--- src/hdl/valve_drive_regs.vh ---
// register map, field positions, reset values and timing for the
// valve drive function logic; definitions only
`ifndef VALVE_DRIVE_REGS_VH
`define VALVE_DRIVE_REGS_VH

// byte addresses of the 32-bit registers
`define VD_CTRL_ADDR      8'h00
`define VD_FORCE_ADDR     8'h04
`define VD_PURGE_ADDR     8'h08
`define VD_CURVE_A_ADDR   8'h0C
`define VD_CURVE_B_ADDR   8'h10
`define VD_STATUS_ADDR    8'h14

// control register fields
`define VD_BLOCK_EN       0
`define VD_BLOCK_POL      1
`define VD_FORCE_EN       2
`define VD_FORCE_POL      3
`define VD_STAT_EN        4
`define VD_STAT_BYTE      5
`define VD_STAT_MODE_LO   6
`define VD_STAT_BITVAL    8
`define VD_PURGE_EN       9
`define VD_PSTAT_EN       10
`define VD_PSTAT_MODE_LO  11
`define VD_AUTO_PURGE     13
`define VD_CURVE_EN       14
`define VD_PAIR3_EN       15
`define VD_PAIR4_EN       16
`define VD_NORM_OPEN      17
`define VD_CTRL_BITS      18
`define VD_CTRL_RESET     18'h00142

// purge register fields
`define VD_PURGE_DUR_LO   0
`define VD_PURGE_WEEKS_LO 8
`define VD_PURGE_THR_LO   16

// reset values
`define VD_FORCE_RESET    7'h1E
`define VD_DUR_RESET      8'h0A
`define VD_WEEKS_RESET    4'h6
`define VD_THR_RESET      7'h63
`define VD_CURVE_A_RESET  32'h64640000
`define VD_CURVE_B_RESET  32'h32323232

// send policies
`define VD_SEND_NONE      2'h0
`define VD_SEND_CHANGE    2'h1
`define VD_SEND_REQUEST   2'h2
`define VD_SEND_BOTH      2'h3

// percent and time figures
`define VD_FULL_PCT       7'h64
`define VD_MIN_PER_WEEK   10080

`endif

--- src/hdl/valve_drive_function_logic.v ---
// valve drive function logic: block, forced operation, position status,
// purge with weekly cycle, characteristic curve correction.
// assumes telegram strobes and the minute tick come from logic on clk_sys;
// a later stage turns the drive percentage into a pwm output.
//
// The register offsets and the Wishbone slave port are this design's own decisions.

`include "valve_drive_regs.vh"

module valve_drive_function_logic #(
    parameter MIN_PER_WEEK = `VD_MIN_PER_WEEK
) (
    // clock and reset
    input  wire        clk_sys,
    input  wire        reset,
    // wishbone slave
    input  wire        wbCyc,
    input  wire        wbStb,
    input  wire        wbWe,
    input  wire [7:0]  wbAdr,
    input  wire [3:0]  wbSel,
    input  wire [31:0] wbDatIn,
    output reg  [31:0] wbDatOut,
    output reg         wbAck,
    // bus telegrams, bus voltage and minute tick
    input  wire        ctrlValid,
    input  wire [6:0]  ctrlValue,
    input  wire        blockValid,
    input  wire        blockObj,
    input  wire        forceValid,
    input  wire        forceObj,
    input  wire        purgeTrigger,
    input  wire        statusRequest,
    input  wire        purgeStatusRequest,
    input  wire        busVoltageOk,
    input  wire        minuteTick,
    // status objects
    output reg         statusSend,
    output reg  [7:0]  statusValue,
    output reg         purgeStatusSend,
    output reg         purgeStatusValue,
    // valve output stage
    output reg  [6:0]  valvePosition,
    output reg  [6:0]  driveLevel
);

localparam [16:0] WEEK_MIN = MIN_PER_WEEK[16:0];

reg  [`VD_CTRL_BITS-1:0] ctrl_reg;
reg  [6:0]  forcePos_reg;
reg  [7:0]  purgeDur_reg;
reg  [3:0]  purgeWeeks_reg;
reg  [6:0]  purgeThr_reg;
reg  [31:0] curveA_reg;
reg  [31:0] curveB_reg;
reg  [6:0]  ctrlVal_reg;
reg  [6:0]  savedCtrl_reg;
reg         blockObj_reg;
reg         forceObj_reg;
reg         purgeActive_reg;
reg         purgePending_reg;
reg  [7:0]  purgeLeft_reg;
reg  [16:0] cycleMin_reg;
reg  [7:0]  lastStatus_reg;
reg         lastPurgeStat_reg;
reg         statusValid_reg;
reg         voltMeta_reg;
reg         voltOk_reg;

// bus voltage sense comes from the supply monitor, not from clk_sys logic
always @(posedge clk_sys) begin
    if (reset) begin
        voltMeta_reg <= 1'b0;
        voltOk_reg   <= 1'b0;
    end else begin
        voltMeta_reg <= busVoltageOk;
        voltOk_reg   <= voltMeta_reg;
    end
end

wire [1:0] statMode  = ctrl_reg[`VD_STAT_MODE_LO+1:`VD_STAT_MODE_LO];
wire [1:0] pstatMode = ctrl_reg[`VD_PSTAT_MODE_LO+1:`VD_PSTAT_MODE_LO];
wire busWrite = wbCyc & wbStb & wbWe & wbAck;
wire purgeReg = wbAdr == `VD_PURGE_ADDR;

// block and force decisions
wire blocked = ctrl_reg[`VD_BLOCK_EN] &
               (blockObj_reg == ctrl_reg[`VD_BLOCK_POL]);
wire forced  = ctrl_reg[`VD_FORCE_EN] &
               (forceObj_reg == ctrl_reg[`VD_FORCE_POL]);
wire prioActive = blocked | forced;

// control value fed to the curve
reg [6:0] curveIn;
always @* begin
    if (forced) begin
        curveIn = forcePos_reg;
    end else if (purgeActive_reg) begin
        curveIn = `VD_FULL_PCT;
    end else begin
        curveIn = ctrlVal_reg;
    end
end

// characteristic curve: search of the enabled pairs around the input
// the nearest pair at or below the input is the low end
reg  [27:0] pairCv;
reg  [27:0] pairPos;
reg  [3:0]  pairOn;
reg         hasLo;
reg         hasHi;
reg  [6:0]  loCv;
reg  [6:0]  loPos;
reg  [6:0]  hiCv;
reg  [6:0]  hiPos;
reg  signed [15:0] span;
reg  signed [15:0] prod;
reg  signed [15:0] quot;
reg  [6:0]  curveOut;
integer i;
always @* begin
    pairCv  = {curveB_reg[22:16], curveB_reg[6:0],
               curveA_reg[22:16], curveA_reg[6:0]};
    pairPos = {curveB_reg[30:24], curveB_reg[14:8],
               curveA_reg[30:24], curveA_reg[14:8]};
    pairOn  = {ctrl_reg[`VD_PAIR4_EN], ctrl_reg[`VD_PAIR3_EN], 2'h3};
    hasLo = 1'b0;
    hasHi = 1'b0;
    loCv  = 7'h00;
    loPos = 7'h00;
    hiCv  = 7'h00;
    hiPos = 7'h00;
    for (i = 0; i < 4; i = i + 1) begin
        if (pairOn[i]) begin
            if (pairCv[i*7 +: 7] <= curveIn) begin
                if (!hasLo || pairCv[i*7 +: 7] > loCv ||
                    (pairCv[i*7 +: 7] == loCv &&
                     pairPos[i*7 +: 7] > loPos)) begin
                    hasLo = 1'b1;
                    loCv  = pairCv[i*7 +: 7];
                    loPos = pairPos[i*7 +: 7];
                end
            end else if (!hasHi || pairCv[i*7 +: 7] < hiCv ||
                         (pairCv[i*7 +: 7] == hiCv &&
                          pairPos[i*7 +: 7] > hiPos)) begin
                hasHi = 1'b1;
                hiCv  = pairCv[i*7 +: 7];
                hiPos = pairPos[i*7 +: 7];
            end
        end
    end
    span = $signed({9'h000, hiCv}) - $signed({9'h000, loCv});
    prod = ($signed({9'h000, curveIn}) - $signed({9'h000, loCv})) *
           ($signed({9'h000, hiPos}) - $signed({9'h000, loPos}));
    quot = 16'sh0000;
    if (!ctrl_reg[`VD_CURVE_EN]) begin
        curveOut = curveIn;
    end else if (!hasLo) begin
        curveOut = hiPos;
    end else if (!hasHi) begin
        curveOut = loPos;
    end else begin
        quot = prod / span;
        curveOut = loPos + quot[6:0];
    end
end

// position status object value
reg [7:0] statusNow;
always @* begin
    if (ctrl_reg[`VD_STAT_BYTE]) begin
        statusNow = {1'b0, valvePosition};
    end else if (valvePosition != 7'h00) begin
        statusNow = {7'h00, ctrl_reg[`VD_STAT_BITVAL]};
    end else begin
        statusNow = {7'h00, ~ctrl_reg[`VD_STAT_BITVAL]};
    end
end

// purge start, end and cycle decisions
wire cycleDone = ctrl_reg[`VD_AUTO_PURGE] &&
                 cycleMin_reg >= purgeWeeks_reg * WEEK_MIN;
wire purgeStart = ctrl_reg[`VD_PURGE_EN] && !purgeActive_reg &&
                  (purgeTrigger || cycleDone);
// timers stand still while the bus is unpowered
wire purgeExpire = purgeActive_reg && minuteTick && voltOk_reg &&
                   purgeLeft_reg <= 8'h01;
wire purgeSkip = purgeActive_reg && prioActive &&
                 ctrlVal_reg == `VD_FULL_PCT;
wire purgeEnd = purgeExpire || purgeSkip;

// register bus
always @(posedge clk_sys) begin
    if (reset) begin
        wbAck        <= 1'b0;
        wbDatOut     <= 32'h00000000;
        ctrl_reg     <= `VD_CTRL_RESET;
        forcePos_reg <= `VD_FORCE_RESET;
        purgeDur_reg <= `VD_DUR_RESET;
        purgeWeeks_reg <= `VD_WEEKS_RESET;
        purgeThr_reg <= `VD_THR_RESET;
        curveA_reg   <= `VD_CURVE_A_RESET;
        curveB_reg   <= `VD_CURVE_B_RESET;
    end else begin
        wbAck <= wbCyc & wbStb & ~wbAck;
        if (wbCyc & wbStb & ~wbAck) begin
            if (wbAdr == `VD_CTRL_ADDR) begin
                wbDatOut <= {14'h0000, ctrl_reg};
            end else if (wbAdr == `VD_FORCE_ADDR) begin
                wbDatOut <= {25'h0000000, forcePos_reg};
            end else if (purgeReg) begin
                wbDatOut <= {9'h000, purgeThr_reg, 4'h0,
                             purgeWeeks_reg, purgeDur_reg};
            end else if (wbAdr == `VD_CURVE_A_ADDR) begin
                wbDatOut <= curveA_reg;
            end else if (wbAdr == `VD_CURVE_B_ADDR) begin
                wbDatOut <= curveB_reg;
            end else if (wbAdr == `VD_STATUS_ADDR) begin
                wbDatOut <= {cycleMin_reg[10:0], purgeActive_reg,
                             forced, blocked, valvePosition,
                             ctrlVal_reg, purgeLeft_reg[3:0]};
            end else begin
                wbDatOut <= 32'h00000000;
            end
        end
        if (busWrite) begin
            if (wbAdr == `VD_CTRL_ADDR) begin
                if (wbSel[0]) ctrl_reg[7:0]   <= wbDatIn[7:0];
                if (wbSel[1]) ctrl_reg[15:8]  <= wbDatIn[15:8];
                if (wbSel[2]) ctrl_reg[17:16] <= wbDatIn[17:16];
            end else if (wbAdr == `VD_FORCE_ADDR) begin
                if (wbSel[0] && wbDatIn[6:0] <= `VD_FULL_PCT)
                    forcePos_reg <= wbDatIn[6:0];
            end else if (purgeReg) begin
                if (wbSel[0] && wbDatIn[7:0] != 8'h00)
                    purgeDur_reg <= wbDatIn[7:0];
                if (wbSel[1] && wbDatIn[11:8] != 4'h0 &&
                    wbDatIn[11:8] <= 4'hC)
                    purgeWeeks_reg <= wbDatIn[11:8];
                if (wbSel[2] && wbDatIn[22:16] != 7'h00 &&
                    wbDatIn[22:16] < `VD_FULL_PCT)
                    purgeThr_reg <= wbDatIn[22:16];
            end else if (wbAdr == `VD_CURVE_A_ADDR) begin
                if (wbSel[0]) curveA_reg[7:0]   <= wbDatIn[7:0];
                if (wbSel[1]) curveA_reg[15:8]  <= wbDatIn[15:8];
                if (wbSel[2]) curveA_reg[23:16] <= wbDatIn[23:16];
                if (wbSel[3]) curveA_reg[31:24] <= wbDatIn[31:24];
            end else if (wbAdr == `VD_CURVE_B_ADDR) begin
                if (wbSel[0]) curveB_reg[7:0]   <= wbDatIn[7:0];
                if (wbSel[1]) curveB_reg[15:8]  <= wbDatIn[15:8];
                if (wbSel[2]) curveB_reg[23:16] <= wbDatIn[23:16];
                if (wbSel[3]) curveB_reg[31:24] <= wbDatIn[31:24];
            end
        end
    end
end

// objects, purge sequence and cycle timer
always @(posedge clk_sys) begin
    if (reset) begin
        ctrlVal_reg      <= 7'h00;
        savedCtrl_reg    <= 7'h00;
        blockObj_reg     <= 1'b0;
        forceObj_reg     <= 1'b0;
        purgeActive_reg  <= 1'b0;
        purgePending_reg <= 1'b0;
        purgeLeft_reg    <= 8'h00;
        cycleMin_reg     <= 17'h00000;
    end else begin
        if (blockValid) blockObj_reg <= blockObj;
        if (forceValid) forceObj_reg <= forceObj;
        // telegrams during a purge are kept for the restore
        if (ctrlValid && purgeActive_reg && !purgeEnd) begin
            savedCtrl_reg <= ctrlValue;
        end else if (ctrlValid) begin
            ctrlVal_reg <= ctrlValue;
        end
        if (purgeStart) begin
            purgeActive_reg  <= 1'b1;
            purgePending_reg <= 1'b0;
            purgeLeft_reg    <= purgeDur_reg;
            savedCtrl_reg    <= ctrlValid ? ctrlValue : ctrlVal_reg;
        end else if (purgeEnd) begin
            purgeActive_reg  <= 1'b0;
            purgePending_reg <= 1'b0;
            purgeLeft_reg    <= 8'h00;
            ctrlVal_reg      <= ctrlValid ? ctrlValue : savedCtrl_reg;
        end else if (purgeActive_reg) begin
            if (minuteTick && voltOk_reg)
                purgeLeft_reg <= purgeLeft_reg - 8'h01;
            if (prioActive) begin
                purgePending_reg <= 1'b1;
            end else if (purgePending_reg) begin
                purgePending_reg <= 1'b0;
                purgeLeft_reg    <= purgeDur_reg;
            end
        end
        if (busWrite && purgeReg) begin
            cycleMin_reg <= 17'h00000;
        end else if (purgeEnd && !purgeSkip) begin
            cycleMin_reg <= 17'h00000;
        end else if (purgeEnd || cycleDone || (ctrlValid &&
                     ctrlValue >= purgeThr_reg)) begin
            cycleMin_reg <= 17'h00000;
        end else if (ctrl_reg[`VD_AUTO_PURGE] && minuteTick &&
                     voltOk_reg && !purgeActive_reg) begin
            cycleMin_reg <= cycleMin_reg + 17'h00001;
        end
    end
end

// valve output stage and status objects
always @(posedge clk_sys) begin
    if (reset) begin
        valvePosition     <= 7'h00;
        driveLevel        <= 7'h00;
        statusSend        <= 1'b0;
        statusValue       <= 8'h00;
        purgeStatusSend   <= 1'b0;
        purgeStatusValue  <= 1'b0;
        lastStatus_reg    <= 8'h00;
        lastPurgeStat_reg <= 1'b0;
        statusValid_reg   <= 1'b0;
    end else begin
        // blocking freezes the valve where it stands
        if (!blocked) begin
            valvePosition <= curveOut;
        end
        if (ctrl_reg[`VD_NORM_OPEN]) begin
            driveLevel <= `VD_FULL_PCT - valvePosition;
        end else begin
            driveLevel <= valvePosition;
        end
        statusValid_reg <= 1'b1;
        statusValue     <= statusNow;
        lastStatus_reg  <= statusNow;
        statusSend <= ctrl_reg[`VD_STAT_EN] && statusValid_reg &&
            ((ctrlValid && statMode != `VD_SEND_NONE) ||
             (statMode[0] && statusNow != lastStatus_reg) ||
             (statMode[1] && statusRequest));
        purgeStatusValue  <= purgeActive_reg;
        lastPurgeStat_reg <= purgeActive_reg;
        purgeStatusSend <= ctrl_reg[`VD_PURGE_EN] &&
            ctrl_reg[`VD_PSTAT_EN] &&
            ((ctrlValid && pstatMode != `VD_SEND_NONE) ||
             (pstatMode[0] && purgeActive_reg != lastPurgeStat_reg) ||
             (pstatMode[1] && purgeStatusRequest));
    end
end

endmodule

--- config.mk ---
export PLATFORM = sky130hd
export DESIGN_NAME = valve_drive_function_logic
export DESIGN_NICKNAME = d
export VERILOG_FILES = /design/src/hdl/valve_drive_function_logic.v
export VERILOG_INCLUDE_DIRS = /design/src /design/src/hdl
export SDC_FILE = /design/constraint.sdc
export NUM_CORES = 1
export LEC_CHECK = 0
export BUFFER_PORTS_ARGS = -buffer_cell sky130_fd_sc_hd__buf_2
export CORE_ASPECT_RATIO = 1.25
export CORE_MARGIN = 4
export CORE_UTILIZATION = 30
export DETAILED_ROUTE_END_ITERATION = 8
export HOLD_SLACK_MARGIN = 0.05
export RECOVER_POWER = 25
export SKIP_CTS_REPAIR_TIMING = 1
export SLEW_MARGIN = 20
export SYNTH_ARGS = -nofsm -noshare
export SYNTH_HDL_FRONTEND = slang
export SYNTH_SLANG_ARGS = --single-unit
--- constraint.sdc ---
create_clock -name clk_sys -period 49.2 [get_ports clk_sys]
set_input_delay 2.46 -clock clk_sys [delete_from_list [all_inputs] [get_ports clk_sys]]
set_output_delay 2.46 -clock clk_sys [all_outputs]
set_load 0.05 [all_outputs]
# Word level (Yosys, flattened, before mapping)
# Cells that the tools add are included.
# word_totals
output_inout_bits	58
inputBits	66
register_bits	212
elab_cells	274
# classes
multipliers	2
n_reduce_logical	94
div	1
addsub	7
order_cmp	22
muxes	85
bitwise_logic	13
eq_ne	16
# op_table
op	n
$mux 7	50
$mux 32	6
$gt 7x7->1	9
$mux 8	6
$eq 7x7->1	6
$logic_and 1x1->1	39
$le 7x7->1	4
$reduce_and 7->1	4
$reduce_and 6->1	4
$sub 7x7->8	3
$mux 1	23
$lt 7x7->1	3
$logic_or 1x1->1	20
$add 17x1->17 const B	1
$ge 17x17->1	1
$div 16x16->16	1
$eq 8x4->1 const B	2
$eq 8x5->1 const B	2
$mul 8x8->16	1
$reduce_and 5->1	3
$reduce_bool 7->1	2
$mul 4x9->12 const B	1
$reduce_and 3->1	3
$eq 8x3->1 const B	1
24 further kinds	45

# Logic depth before layout (Yosys ltp)
# logic_depth
ltp_word	29
depth_mapped	302
mapped_depth_nobuf	285

# Worst setup path after synthesis
# Ideal clock, no wire load.
# synth_timing
path_type	register to register
from	reg purgeActive_reg
to	reg valvePosition[6]
path_slack_ns	-3.326
n_path_buf	19
t_required_ns	49.109
setup_time_ns	0.091
arrival_ns	52.435
synth_period_minus_slack_ns	52.526
stages_incl_launch_ff	295
cell_sequence	dfxtp_1 -> clkbuf_1 -> clkbuf_1 -> o21ai_0 -> nand2_1 -> inv_1 -> ha_1 -> o311ai_1 -> nor4b_1 -> a32oi_1 -> nand2_1 -> clkbuf_1 -> clkbuf_1 -> nand2_1 -> ha_1 -> nor2b_1 -> o21a_1 -> o21a_1 -> (+259 left out) -> a21o_1 -> a21o_1 -> a21oi_1 -> ha_1 -> nor2_1 -> a21oi_1 -> fa_1 -> a21oi_1 -> nor2_1 -> nor2_1 -> o21bai_1 -> a21oi_1 -> xnor2_1 -> xnor2_1 -> nand2_1 -> xor2_1 -> mux2i_1 -> a311oi_1
# synth_via
elab_chain_len	28
elab_cells_between_ends	110
cone_classes	add/sub (4); mul (1); div (1); order compare (16); eq/ne (6); mux (59); reduce/logical (23)
# synth_rtl
element	line_no	rtl
start, declared	valve_drive_function_logic.v:60	reg purgeActive_reg;
start signal, assigned	valve_drive_function_logic.v:265	purgeActive_reg <= 1'b0;
start signal, assigned	valve_drive_function_logic.v:279	purgeActive_reg <= 1'b1;
start signal, assigned	valve_drive_function_logic.v:284	purgeActive_reg <= 1'b0;
$mux 7 *	valve_drive_function_logic.v:98	end else if (purgeActive_reg) begin
$mux 7 *	valve_drive_function_logic.v:96	if (forced) begin
$le 7x7->1	valve_drive_function_logic.v:135	if (pairCv[i*7 +: 7] <= curveIn) begin
$mux 7 / $mux 1 (equally long branches)	valve_drive_function_logic.v:135	
$gt 7x7->1 (tied with other cells)	valve_drive_function_logic.v:136	if (!hasLo || pairCv[i*7 +: 7] > loCv ||
$logic_or 1x1->1 (tied with other cells)	valve_drive_function_logic.v:136	
$logic_or 1x1->1 (on tied branches)	valve_drive_function_logic.v:136, valve_drive_function_logic.v:143	
$mux 7 (tied with other cells)	valve_drive_function_logic.v:136	
(+12 left out)	--	
$mux 7	valve_drive_function_logic.v:134	if (pairOn[i]) begin
$sub 7x7->8 (on tied branches)	valve_drive_function_logic.v:153, valve_drive_function_logic.v:154	
$mul 8x8->16	valve_drive_function_logic.v:153	prod = ($signed({9'h000, curveIn}) - $signed({9'h000, loCv})) *
$div 16x16->16	valve_drive_function_logic.v:163	quot = prod / span;
$add 7x7->7	valve_drive_function_logic.v:164	curveOut = loPos + quot[6:0];
$mux 7	valve_drive_function_logic.v:160	end else if (!hasHi) begin
$mux 7	valve_drive_function_logic.v:158	end else if (!hasLo) begin
$mux 7 *	valve_drive_function_logic.v:156	if (!ctrl_reg[`VD_CURVE_EN]) begin
end signal, assigned	valve_drive_function_logic.v:327	valvePosition <= curveOut;
end, declared	valve_drive_function_logic.v:43	output reg [6:0] valvePosition,
# Mark *: on every way between the ends. The rest lies on a longest branch, timed or not.
# A chain may end at the register's enable or synchronous reset.

# Worst setup path in the final report
# layout_timing
from	reg forceObj_reg
to	reg valvePosition[6]
# layout_via
elab_chain_len	29
elab_cells_between_ends	111
cone_classes	add/sub (4); mul (1); div (1); order compare (16); eq/ne (7); mux (58); bitwise (1); reduce/logical (23)
# layout_rtl
element	line_no	rtl
start, declared	valve_drive_function_logic.v:59	reg forceObj_reg;
start signal, assigned	valve_drive_function_logic.v:271	if (forceValid) forceObj_reg <= forceObj;
$eq 1x1->1 *	valve_drive_function_logic.v:90	(forceObj_reg == ctrl_reg[`VD_FORCE_POL]);
$and 1x1->1 *	valve_drive_function_logic.v:89	wire forced = ctrl_reg[`VD_FORCE_EN] &
$mux 7 *	valve_drive_function_logic.v:96	
$le 7x7->1	valve_drive_function_logic.v:135	
$mux 7 / $mux 1 (equally long branches)	valve_drive_function_logic.v:135	
$gt 7x7->1 (tied with other cells)	valve_drive_function_logic.v:136	
$logic_or 1x1->1 (tied with other cells)	valve_drive_function_logic.v:136	
$logic_or 1x1->1 (on tied branches)	valve_drive_function_logic.v:136, valve_drive_function_logic.v:143	
(+13 left out)	--	
$mux 7	valve_drive_function_logic.v:134	
$sub 7x7->8 (on tied branches)	valve_drive_function_logic.v:153, valve_drive_function_logic.v:154	
$mul 8x8->16	valve_drive_function_logic.v:153	
$div 16x16->16	valve_drive_function_logic.v:163	
$add 7x7->7	valve_drive_function_logic.v:164	
$mux 7	valve_drive_function_logic.v:160	
$mux 7	valve_drive_function_logic.v:158	
$mux 7 *	valve_drive_function_logic.v:156	
# Marked as above.

==> flow_metrics.tcl <==
set metrics [dict create \
    outcome "finished, violations left" \
    failed_checks "capacitance limit, slew limit" \
    synth_area_per_cell_um2 7.52 \
    slowest_stage "fa_1" \
    cpMostUsedCell "o21a_1" \
    netlist_area_um2 24600 \
    cts_max_level 1 \
    synth_top_family_by_area "compound AO/OA/AOI/OAI gates" \
    crit_path_max_fanout 8 \
    rsz0062_at_grt "true" \
    synth_compound_area_frac 0.239 \
    maxSlewHeadroom -0.841 \
    die_area_um2 86800 \
    ant_nets 0 \
    wl_per_cell_um 18.1 \
    initial_utilization 0.303 \
    synth_ff_type "dfxtp_1" \
    yosys.area.top_type "dfxtp_1" \
    routed_wl_um 84400 \
    gp_congestion 0.945 \
    synth_top_cell_area_share 0.171 \
    drtIter0Drc 1691 \
    crit_buf_inv 18 \
    first_pass_iters 6 \
    wl_met1_um 35700 \
    cp.required_ns 49.59 \
    synthArstFlopShare 0 \
    endpoint_kind "register" \
    ctsLongestPathBuffers 3 \
    synth-simple-area-share 0.222 \
    grt_overflow_total 0 \
    drive_gt1_frac 0.200 \
    drv_cap 2 \
    port_buffers 122 \
    criticalPathCategory "reg2reg" \
    drc 0 \
    fmax_ghz 0.0211 \
    holdWs_ns 0.435 \
    numCtsBuffers 21 \
    cpLargestDelayFamily "compound AO/OA/AOI/OAI gates" \
    vias 25100 \
    dieWidth_um 264 \
    antenna_cells 0 \
    finalHoldViolCount 0 \
    wl_met2_um 41900 \
    slowest_delay_ns 0.54 \
    synth-seq-cells 211 \
    row_count 117 \
    dp.final_hpwl_um 64900 \
    cts_num_sinks 211 \
    crit_arrival_ns 47.82 \
    synthXorXnorAreaFrac 0.0497 \
    cts_tree "done" \
    setup_viol_count_final 0 \
    via_per_inst 5.38 \
    fp.coreArea_um2 81400 \
    grt_pass1_vias 23400 \
    syn_to_final_growth_pct 23.9 \
    muxShareOfSynthArea 0.0389 \
    synth_common_cells "nand2_1, ha_1, inv_1, nor2_1, a21oi_1" \
    min_period_ns 47.43 \
    nets 4031 \
    wl_met3_um 3870 \
    grt_pass1_wl_um 127000 \
    track_usage 0.178 \
    start_kind "register" \
    synth-edff-count 0 \
    clk_latency_ns 0.54 \
    period_share 0.964 \
    synthAdderAreaFrac 0.215 \
    grt_max_degree 63 \
    cts.reportedPaths.clkPinSlew_ns 0.07 \
    slew_viol_final 94 \
    antenna_found_initial 2 \
    skew_ns 0.0363 \
    hold_path.class "reg2reg" \
    yosysMostFrequentCell "nand2_1" \
    die_h_um 328 \
    clock-root-buffer "clkbuf_16" \
    fin_area_um2 30500 \
    synth_cells 3277 \
    tightest_slew_ns 2.76 \
    post-route-util 0.375 \
    placedInstanceArea_um2 27500 \
    seq_area_frac_synth 0.171 \
    ys_types 99 \
    io_pins 124 \
    synth_area_leaders "dfxtp_1, ha_1, fa_1, nand2_1, a21oi_1" \
    top_layer "met5" \
    ys_warn_count 0 \
]
worst reg2reg max path, delay by kind of cell (launching register included):
kind,cells,cell delay (ns)
buf+inv,18,1.83
fa+ha+maj,29,8.28
simple gates,64,7.43
flops,1,0.37
mux,9,2.19
xor+xnor,6,1.19
compound gates,149,25.95
final timing paths:
kind	start	end	slack [ns]	depth (start not counted)
worst max-delay path	forceObj_reg$_SDFFE_PP0P_	valvePosition[6]$_SDFFE_PP0N_	1.77	275
worst min-delay path	voltMeta_reg$_SDFF_PP0_	voltOk_reg$_SDFF_PP0_	0.44	1
worst max register to register	forceObj_reg$_SDFFE_PP0P_	valvePosition[6]$_SDFFE_PP0N_	1.77	275
worst min register to register	voltMeta_reg$_SDFF_PP0_	voltOk_reg$_SDFF_PP0_	0.44	1
layer usage:
| layer | up-vias | track usage |
|---|---|---|
| li1 | 12300 | - |
| met1 | 11900 | 0.225 |
| met2 | 764 | 0.324 |
| met3 | 171 | 0.0131 |
| met4 | 4 | 0.0523 |
| met5 | - | 0 |
stage by stage:
| stage | std cells | setup slack (ns) | TNS [ns] |
|---|---|---|---|
| 6_report | 4669 | 1.77 | 0 |
| 5_1_grt | 4669 | -0.843 | -3.50 |
| 4_1_cts | 4562 | -1.15 | -5.11 |
| 3_5_place_dp | 4525 | -0.987 | -4.03 |
| 3_3_place_gp | 4525 | -0.108 | -0.108 |
| 2_1_floorplan | 3312 | 0.0100 | 0 |
kinds of logic after synthesis:
family | count (synthesis)
flip-flops | 211
other | 2
AND/OR/NAND/NOR | 1148
AO/OA/AOI/OAI | 890
multiplexers | 92
adder cells (fa/ha/maj) | 384
buffers and inverters | 412
XOR/XNOR | 138
layout make-up:
cell class	instances	area [um2]
Tap cell	1071	1340
Sequential cell	211	4230
Clock inverter	6	90.1
Fill cell	8613	50900
Inverter	276	1040
Clock buffer	31	643
Timing Repair Buffer	384	2620
Multi-Input combinational cell	2690	20600
cell usage in the layout (no fill, tap or decap), drive strengths merged, types with 8 or more instances in the layout:
cell    count
ha        316
conb       37
buf       336
a22oi      47
clkbuf     79
a21boi     12
dfxtp     211
mux2       30
nor3      108
fa         65
a21oi     217
and2       30
nor3b      20
a211o      12
a22o       38
and3       10
o31ai      19
nand2     331
a31oi      28
xor2       49
xnor2      89
mux2i      62
nor2b      56
or3        26
o211ai     34
o21ai     183
nand2b     47
or2        18
a221o       8
nand3     156
inv       276
a211oi     30
nor2      269
a21o       43
a221oi     14
nor4       15
nand4      34
o21a      108
o22ai      20
Power is not shown: default switching activity piles up to over one toggle a cycle in this logic, so the estimate is an artifact.
